**src/logic/rtcai_defines.svh**
```systemverilog
`ifndef RTCAI_DEFINES_SVH
`define RTCAI_DEFINES_SVH

// Register offsets on the register port.
`define RTCAI_ADDR_ALM_MIN   8'h17
`define RTCAI_ADDR_ALM_HOUR  8'h18
`define RTCAI_ADDR_ALM_WD    8'h19
`define RTCAI_ADDR_EXT       8'h1c
`define RTCAI_ADDR_FLAGS     8'h1d
`define RTCAI_ADDR_CTRL      8'h1e

// Field positions.
`define RTCAI_BIT_ALARM_COMPARE_DISABLE 7
`define RTCAI_BIT_UPDATE_PERIOD_SELECT  5
`define RTCAI_BIT_WEEK_DAY_SELECT       3
`define RTCAI_BIT_UPDATE_FLAG           5
`define RTCAI_BIT_ALARM_FLAG            3
`define RTCAI_BIT_CLOCK_STOP            6
`define RTCAI_BIT_UPDATE_IRQ_ENABLE     5
`define RTCAI_BIT_ALARM_IRQ_ENABLE      3

// Reset values.
`define RTCAI_RESET_BYTE 8'h00

// Timing: clock rate and the automatic release window in microseconds.
`define RTCAI_CLK_MHZ           20
`define RTCAI_RTN_MIN_US        7570
`define RTCAI_RTN_MAX_US        15630
`define RTCAI_RTN_CYCLES        (`RTCAI_RTN_MIN_US * `RTCAI_CLK_MHZ)
`define RTCAI_RTN_MAX_CYCLES    (`RTCAI_RTN_MAX_US * `RTCAI_CLK_MHZ)
`define RTCAI_RTN_CNT_W         20

`endif

```
**src/logic/rtcai_pkg.sv**
```systemverilog
package rtcai_pkg;

  // Running calendar as presented by the timekeeping counters, in BCD except the weekday, which is a bit mask.
  typedef struct packed {
    logic [6:0] minute;
    logic [5:0] hour;
    logic [6:0] weekday;
    logic [5:0] date;
  } rtcai_time_t;

  // Register port request from the two-wire front end.
  typedef struct packed {
    logic [7:0] addr;
    logic       wr_en;
    logic       rd_en;
    logic [7:0] wdata;
  } rtcai_reg_req_t;

  // Whole state of the top module.
  typedef struct packed {
    logic [7:0]  alm_min;
    logic [7:0]  alm_hour;
    logic [7:0]  alm_wd;
    logic [7:0]  ext;
    logic [7:0]  ctrl;
    logic        update_flag;
    logic        alarm_flag;
    logic        upd_low;
    logic [19:0] rtn_cnt;
    logic        irq_oe;
    logic        alarm_event;
    logic        update_event;
    logic [7:0]  rdata;
  } rtcai_state_t;

endpackage

```
**src/logic/rtcai_top.sv**
```systemverilog
`timescale 1ns/1ps
`include "rtcai_defines.svh"

module rtcai_top
  import rtcai_pkg::*;
#(
  parameter int RTN_CYCLES = `RTCAI_RTN_CYCLES
)
(
  input  wire logic           sys_clk,
  input  wire logic           rst_b,
  input  wire rtcai_time_t    cur_time,
  input  wire logic           second_tick,
  input  wire logic           minute_tick,
  input  wire rtcai_reg_req_t reg_req,
  output logic [7:0]          reg_rdata,
  output logic                irq_out,
  output logic                irq_oe,
  output logic                alarm_event,
  output logic                update_event
);

  rtcai_state_t st_r;
  rtcai_state_t st_nxt;
  logic         match;
  logic         clock_stop;
  logic         alarm_hit;
  logic         update_hit;
  logic         wr_flags;
  logic         uie_nxt;
  logic         uf_cleared;
  logic         rtn_done;

  // Alarm comparison against the running calendar.
  rtcai_match u_match (
    .alm_min         (st_r.alm_min),
    .alm_hour        (st_r.alm_hour),
    .alm_wd          (st_r.alm_wd),
    .week_day_select (st_r.ext[`RTCAI_BIT_WEEK_DAY_SELECT]),
    .cur_time        (cur_time),
    .match           (match)
  );

  // Event detection: both sources are evaluated on their rollover tick, so the
  // alarm flag appears one clock after the minute tick, far inside its budget.
  always_comb begin
    clock_stop = st_r.ctrl[`RTCAI_BIT_CLOCK_STOP];
    alarm_hit  = minute_tick & ~clock_stop & match;
    update_hit = ~clock_stop & (st_r.ext[`RTCAI_BIT_UPDATE_PERIOD_SELECT] ?
                 minute_tick : second_tick);
  end

  // Next-state logic for registers, flags, release timer and pin drive.
  always_comb begin
    st_nxt              = st_r;
    st_nxt.alarm_event  = alarm_hit;
    st_nxt.update_event = update_hit;
    wr_flags            = reg_req.wr_en & (reg_req.addr == `RTCAI_ADDR_FLAGS);
    uf_cleared          = wr_flags & ~reg_req.wdata[`RTCAI_BIT_UPDATE_FLAG];
    rtn_done            = (st_r.rtn_cnt == 20'h00001);

    // Plain configuration writes.
    if (reg_req.wr_en) begin
      unique case (reg_req.addr)
        `RTCAI_ADDR_ALM_MIN:  st_nxt.alm_min  = reg_req.wdata;
        `RTCAI_ADDR_ALM_HOUR: st_nxt.alm_hour = reg_req.wdata;
        `RTCAI_ADDR_ALM_WD:   st_nxt.alm_wd   = reg_req.wdata;
        `RTCAI_ADDR_EXT:      st_nxt.ext      = reg_req.wdata;
        `RTCAI_ADDR_CTRL:     st_nxt.ctrl     = reg_req.wdata;
        default: ;
      endcase
    end
    uie_nxt = st_nxt.ctrl[`RTCAI_BIT_UPDATE_IRQ_ENABLE];

    // Sticky flags: writing 0 clears, writing 1 is ignored, a new event wins.
    if (wr_flags) begin
      st_nxt.alarm_flag  = st_r.alarm_flag & reg_req.wdata[`RTCAI_BIT_ALARM_FLAG];
      st_nxt.update_flag = st_r.update_flag & reg_req.wdata[`RTCAI_BIT_UPDATE_FLAG];
    end
    if (alarm_hit) begin
      st_nxt.alarm_flag = 1'b1;
    end
    if (update_hit) begin
      st_nxt.update_flag = 1'b1;
    end

    // Update low: a fresh event restarts the window; timeout, flag clear or
    // enable clear ends it early.
    if (update_hit & uie_nxt) begin
      st_nxt.upd_low = 1'b1;
      st_nxt.rtn_cnt = RTN_CYCLES[19:0];
    end else if (st_r.upd_low & (rtn_done | uf_cleared | ~uie_nxt)) begin
      st_nxt.upd_low = 1'b0;
      st_nxt.rtn_cnt = 20'h00000;
    end else if (st_r.upd_low) begin
      st_nxt.rtn_cnt = st_r.rtn_cnt - 20'h00001;
    end

    // Shared open-drain pin: the alarm side holds until flag or enable clears.
    st_nxt.irq_oe = (st_nxt.alarm_flag & st_nxt.ctrl[`RTCAI_BIT_ALARM_IRQ_ENABLE])
                  | st_nxt.upd_low;

    // Registered read data; unmapped offsets and absent bits read zero.
    if (reg_req.rd_en) begin
      unique case (reg_req.addr)
        `RTCAI_ADDR_ALM_MIN:  st_nxt.rdata = st_r.alm_min;
        `RTCAI_ADDR_ALM_HOUR: st_nxt.rdata = st_r.alm_hour;
        `RTCAI_ADDR_ALM_WD:   st_nxt.rdata = st_r.alm_wd;
        `RTCAI_ADDR_EXT:      st_nxt.rdata = st_r.ext;
        `RTCAI_ADDR_CTRL:     st_nxt.rdata = st_r.ctrl;
        `RTCAI_ADDR_FLAGS: begin
          st_nxt.rdata = `RTCAI_RESET_BYTE;
          st_nxt.rdata[`RTCAI_BIT_UPDATE_FLAG] = st_r.update_flag;
          st_nxt.rdata[`RTCAI_BIT_ALARM_FLAG]  = st_r.alarm_flag;
        end
        default: st_nxt.rdata = `RTCAI_RESET_BYTE;
      endcase
    end
  end

  // State register; configuration comes up zero so no interrupt is driven before setup.
  always_ff @(posedge sys_clk or negedge rst_b) begin
    if (!rst_b) begin
      st_r <= '0;
    end else begin
      st_r <= st_nxt;
    end
  end

  // Outputs come straight from state flops, except irq_out, which is tied to zero; the pin only ever pulls low.
  assign reg_rdata    = st_r.rdata;
  assign irq_out      = 1'b0;
  assign irq_oe       = st_r.irq_oe;
  assign alarm_event  = st_r.alarm_event;
  assign update_event = st_r.update_event;

endmodule

```
**src/logic/rtcai_match.sv**
```systemverilog
`timescale 1ns/1ps
`include "rtcai_defines.svh"

// Alarm comparator: decides whether the alarm settings accept the current time.
module rtcai_match
  import rtcai_pkg::*;
(
  input  wire logic [7:0]  alm_min,
  input  wire logic [7:0]  alm_hour,
  input  wire logic [7:0]  alm_wd,
  input  wire logic        week_day_select,
  input  wire rtcai_time_t cur_time,
  output logic             match
);

  // A field passes when its compare is disabled or its value agrees.
  function automatic logic field_ok(input logic disable_bit, input logic equal);
    field_ok = disable_bit | equal;
  endfunction

  logic min_eq;
  logic hour_eq;
  logic wd_eq;

  // Week mode accepts any of several selected weekdays; day mode compares the date.
  always_comb begin
    min_eq  = (alm_min[6:0] == cur_time.minute);
    hour_eq = (alm_hour[5:0] == cur_time.hour);
    if (week_day_select) begin
      wd_eq = (alm_wd[5:0] == cur_time.date);
    end else begin
      wd_eq = |(alm_wd[6:0] & cur_time.weekday);
    end
    // Compare-disable bits are active high: 0 means the field takes part.
    match = field_ok(alm_min[`RTCAI_BIT_ALARM_COMPARE_DISABLE], min_eq)
          & field_ok(alm_hour[`RTCAI_BIT_ALARM_COMPARE_DISABLE], hour_eq)
          & field_ok(alm_wd[`RTCAI_BIT_ALARM_COMPARE_DISABLE], wd_eq);
  end

endmodule

```
**config.mk**
```make
export PLATFORM = sky130hd
export DESIGN_NAME = rtcai_top
export DESIGN_NICKNAME = d
export VERILOG_FILES = /design/src/logic/rtcai_pkg.sv /design/src/logic/rtcai_top.sv /design/src/logic/rtcai_match.sv
export VERILOG_INCLUDE_DIRS = /design/src /design/src/logic
export SDC_FILE = /design/constraint.sdc
export NUM_CORES = 1
export LEC_CHECK = 0
export ABC_CLOCK_PERIOD_IN_PS = 2700
export BUFFER_PORTS_ARGS = -buffer_cell sky130_fd_sc_hd__buf_4
export CORE_MARGIN = 2
export CORE_UTILIZATION = 40
export CTS_CLUSTER_DIAMETER = 60
export DETAILED_ROUTE_END_ITERATION = 7
export GPL_TIMING_DRIVEN = 0
export PLACE_DENSITY_LB_ADDON = 0.25
export SLEW_MARGIN = 20
export SYNTH_ARGS = -nofsm -noshare
export SYNTH_HDL_FRONTEND = slang
export SYNTH_SLANG_ARGS = --single-unit
```
**constraint.sdc**
```tcl
create_clock -name sys_clk -period 2.7 [get_ports sys_clk]
set_input_delay 0.405 -clock sys_clk [delete_from_list [all_inputs] [get_ports sys_clk]]
set_output_delay 0.405 -clock sys_clk [all_outputs]
set_load 0.01 [all_outputs]
```
## After elaboration in Yosys (flattened, before gate mapping)

Index checks and enable logic that the tools add are counted.
W data, S select, Z words.

- Output and inout port bits: 12
- Bits in registers: 74
- Word-level logic and storage cells: 67
- Bits of input ports: 48

- Add/subtract/negate cells: 1
- Reductions and logical operators: 8
- Equality and inequality tests: 10
- Muxes and demuxes: 12
- Bitwise logic cells: 22

Operator list:

| kind | count |
|---|---|
| $eq A8 B5 Y1 const B | 6 |
| $pmux W8 S6 | 1 |
| $mux W20 | 2 |
| $mux W21 | 1 |
| $eq A20 B1 Y1 const B | 1 |
| $sub A20 B1 Y20 const B | 1 |
| $and A1 B1 Y1 | 12 |
| $eq A6 B6 Y1 | 2 |
| $mux W6 | 2 |
| $reduce_and A2 Y1 | 5 |
| $and A7 B7 Y7 | 1 |
| $eq A7 B7 Y1 | 1 |
| $reduce_or A7 Y1 | 1 |
| $or A1 B1 Y1 | 6 |
| $mux W1 | 5 |
| $not A1 Y1 | 3 |
| $reduce_bool A3 Y1 | 1 |
| $mux W2 | 1 |
| $reduce_bool A2 Y1 | 1 |

## Longest topological paths before layout

- Word-level depth: 9
- Mapped depth: 7
- Gate-level depth less buffers: 7

## By module

Synthesis repeated with hierarchy kept, for this count alone.

- Cell total of the unflattened synthesis: 366
- Area, all modules: 4041.4 sq um

By module, submodules not included:

| module | seq. area each (sq um) | area each (sq um) | cells each | instances |
|---|---|---|---|---|
| rtcai_top | 1851.8 | 3786.1 | 335 | 1 |
| rtcai_match | 0.0 | 255.2 | 31 | 1 |

## Worst setup path after synthesis

No wires, ideal clock.

- Path type: input -> register
- Start: input port reg_req[12] (netlist bit)
- End: register st_r[16] (netlist bit)
- Data arrival time: 2.193 ns
- Required time: 2.551 ns
- Stages on the path: 7
- Setup slack: 0.358 ns
- Path buffers: 3
- Path through: clkbuf_1 -> and4b_1 -> and3_1 -> buf_2 -> mux2i_1 -> clkbuf_1 -> o221ai_1

- Word-level cells in the longest chain between the ends: 8
- Elaborated cells on any way between the ends: 14

RTL lines:

| what | RTL line | source |
|---|---|---|
| start, declared | rtcai_top.sv:15 | `input wire rtcai_reg_req_t reg_req,` |
| $eq A8 B5 Y1, on equally long branches | -- |  |
| $and A1 B1 Y1 / $mux W6 (equally long branches) | rtcai_top.sv:58, rtcai_top.sv:64 |  |
| $and A1 B1 Y1 / $mux W6 (equally long branches) | rtcai_top.sv:59, rtcai_top.sv:63 |  |
| $or A1 B1 Y1 / $not A1 Y1 (equally long branches) | rtcai_top.sv:92 | `end else if (st_r.upd_low & (rtn_done \| uf_cleared \| ~uie_nxt)) begin` |
| $or A1 B1 Y1 | rtcai_top.sv:92 |  |
| $and A1 B1 Y1 | rtcai_top.sv:92 |  |
| $mux W20 | rtcai_top.sv:92 |  |
| $mux W21 | rtcai_top.sv:89 | `if (update_hit & uie_nxt) begin` |
| end signal, assigned | rtcai_top.sv:126 | `st_r <= st_nxt;` |
| end, declared | rtcai_top.sv:23 | `rtcai_state_t st_r;` |

Parallel ways exist; a longest one is shown, timed or not.
A chain may end at the register's enable or synchronous reset.

## Final worst setup path

- Start: input port reg_req[15] (netlist bit)
- End: register st_r[22] (netlist bit)

Same word-level chain as after synthesis.

==> run metrics <==
outcome=completed; worst slack at placement=-384.5 ps; Post-Syn Area=4009 sq um; Num CTS Buffers=9; Syn Nets=roughly 430; DR iter-0 viols=approximately 170; WP data arrival=2740 ps; clock latency on the worst-skew pair=about 370 ps; crit start category=primary input; chip height=around 100 um; Hold WC Path Type=in2async; unrepaired setup endpoints after global routing=no; DRC errors left=0; Mean Syn Cell Area=10.47 sq um; final-layout fill cell count=926; drt wl/cell=17.43 um; ANT cells=0; Crit path required time=about 2900 ps; All-Layer GR Usage=19.66%; Leakage=~2.2 nW; FFs w/ async S/R, synth=100.0%; headroom to the max-slew limit=35.55%; largest area contributor in the netlist=dfrtp_1; initial antenna violation count=0; H-tree depth=3; first-pass GRT wire length=17,080 um; Finished Cell Area=between 4000 and 5000 sq um; Synth Instances=383; final hold vios=0; Slew @ Worst Pin=958.7 ps; maximum vdd drop=0.2660 mV; # placed instances=572; Ports=60; pwr/cell area=about 480 nW/um^2; share of the synthesized area in the top cell type=about 46%; Slew Limit Fails=0; count of final setup violators=0; Std-Cell Rows=36; placed instance area=4601 sq um; sequential share of the synthesized area=46.19%; yosys warns=0; worst setup margin=186.4 ps; Design Power=roughly 2.3 mW; vias per inst=5.643; CP Class=in2reg; CP Launch Point=reg_req[15]; clock tree buffer depth=2; CTS sink count=74; Post-Route Setup TNS=0 ps; pin count of the biggest net entering global routing=75; reg2reg start=st_r[14]; DRT Wirelength=10,250 um; f_max=397.8 MHz; DIE AREA=10,840 sq um; Cell Count, Final, Fillers Out=slightly below 600; synthesis-to-layout area growth=20.01%; R2R cell count=6; hold_ws=176.2 ps; post-detail-place hpwl=between 7000 and 8000 um; r2r setup slk=~240 ps; CTS clk-pin slew, worst paths=roughly 100 ps; RR Endpoint=st_r[22]; period utilisation layout=93.10%; Root Driver=clkbuf_8; CTS tree=yes; Final Wtd Congestion=0.9194; most frequent cell after synthesis=dfrtp_1; number of global-route vias before repair=around 3,300; Post-synth EDFFs=0; max-cap violations=0; Final Net Count=500; Initial Utilization=slightly above 40%; Setup crit end kind=flop; top_reg_cell synth=dfrtp_1; count of cell types in the netlist=59; Worst Path Max Fanout=10; Final Skew=~14 ps; core area=9729 sq um; Final ANT Viol Nets=0; vias=3,318; top cells by instance count after synthesis=dfrtp_1, mux2_2, nand2_1; total iterations of the first detailed-routing run=5; synth top area cells=dfrtp_1, mux2_2, nand2_1; layout cell share with drive strength beyond 1=29.01%; Yosys reg bits=74; die width=104.1 um; grt total ovfl=0; final worst path period need=2514 ps; hold buffers post-CTS=0; fin util=49.45%; Port Buf Inserts=56
[sequential cells by signal (all words and copies together), names as in the netlist]
register / cells
alarm_event: 1
st_r: 62
reg_rdata: 8
irq_oe: 1
clock_stop: 1
update_event: 1
[placed cells by master, fill, tap and decap left out, types with 10 or more instances in the layout]
master,count
nor3_1,10
xor2_1,11
a31oi_1,15
mux2_2,34
nand4_1,13
nand3_1,10
dfrtp_1,74
nand2_1,31
inv_1,20
buf_4,65
[how the worst max path moves through the flow]
stage | to | slack, ps | cells after the start
final | st_r[22] | 190 | 8
after global routing | st_r[22] | 60 | 8
after CTS | st_r[25] | 50 | 7
after detailed placement | st_r[25] | -380 | 7
after global placement | st_r[25] | -360 | 7
after floorplan | st_r[16] | 360 | 7
[what timing repair did]
action,in CTS,in global routing
gates resized for setup,1,4
setup endpoints to repair,1,10
setup buffers,0,0
gates cloned,0,0
pin swaps,0,0
[critical path, cell delays in order]
cell and delay, ps:
buf_4 120, or4b_1 500, buf_2 190, nor3_1 590
a21oi_1 290, clkbuf_1 300, a31oi_1 240, o211ai_1 110
[cells by family after synthesis]
group,count (synthesis),synth area share [%]
adders and majority gates,2,0.6241
buffers and inverters,43,4.993
xor gates and xnor gates,20,4.370
other,1,0.09354
muxes,37,10.30
AOI/OAI and AO/OA,80,14.83
DFF,74,46.19
and+or+nand+nor,126,18.60
[routing by layer]
metal / vias up / wire (um) / GRT usage, %
li1: 1593 / - / -
met1: 1605 / 4502 / 25.73
met2: 108 / 5046 / 33.18
met3: 12 / 547 / 3.571
met4: 0 / 150 / 6.081
met5: - / 0 / 0
[final cells by class]
| type | instances | area (sq um) | area share, % |
|---|---|---|---|
| Inverter | 21 | 78.83 | 1.638 |
| Clock buffer | 9 | 123.9 | 2.575 |
| Buffer | 22 | 122.6 | 2.549 |
| Timing Repair Buffer | 56 | 420.4 | 8.739 |
| Tap cell | 133 | 166.4 | 3.459 |
| Multi-Input combinational cell | 266 | 1981 | 41.17 |
| Sequential cell | 74 | 1852 | 38.49 |
| Clock inverter | 7 | 66.31 | 1.378 |
[report_power, final]
| part | leakage (nW) | switching [mW] | internal [mW] |
|---|---|---|---|
| sequential | 0.998 | 0.0476 | 1.16 |
| combinational | 1.13 | 0.152 | 0.128 |
| clock | 0.0986 | 0.487 | 0.359 |
(Power assumes the default switching activity.)
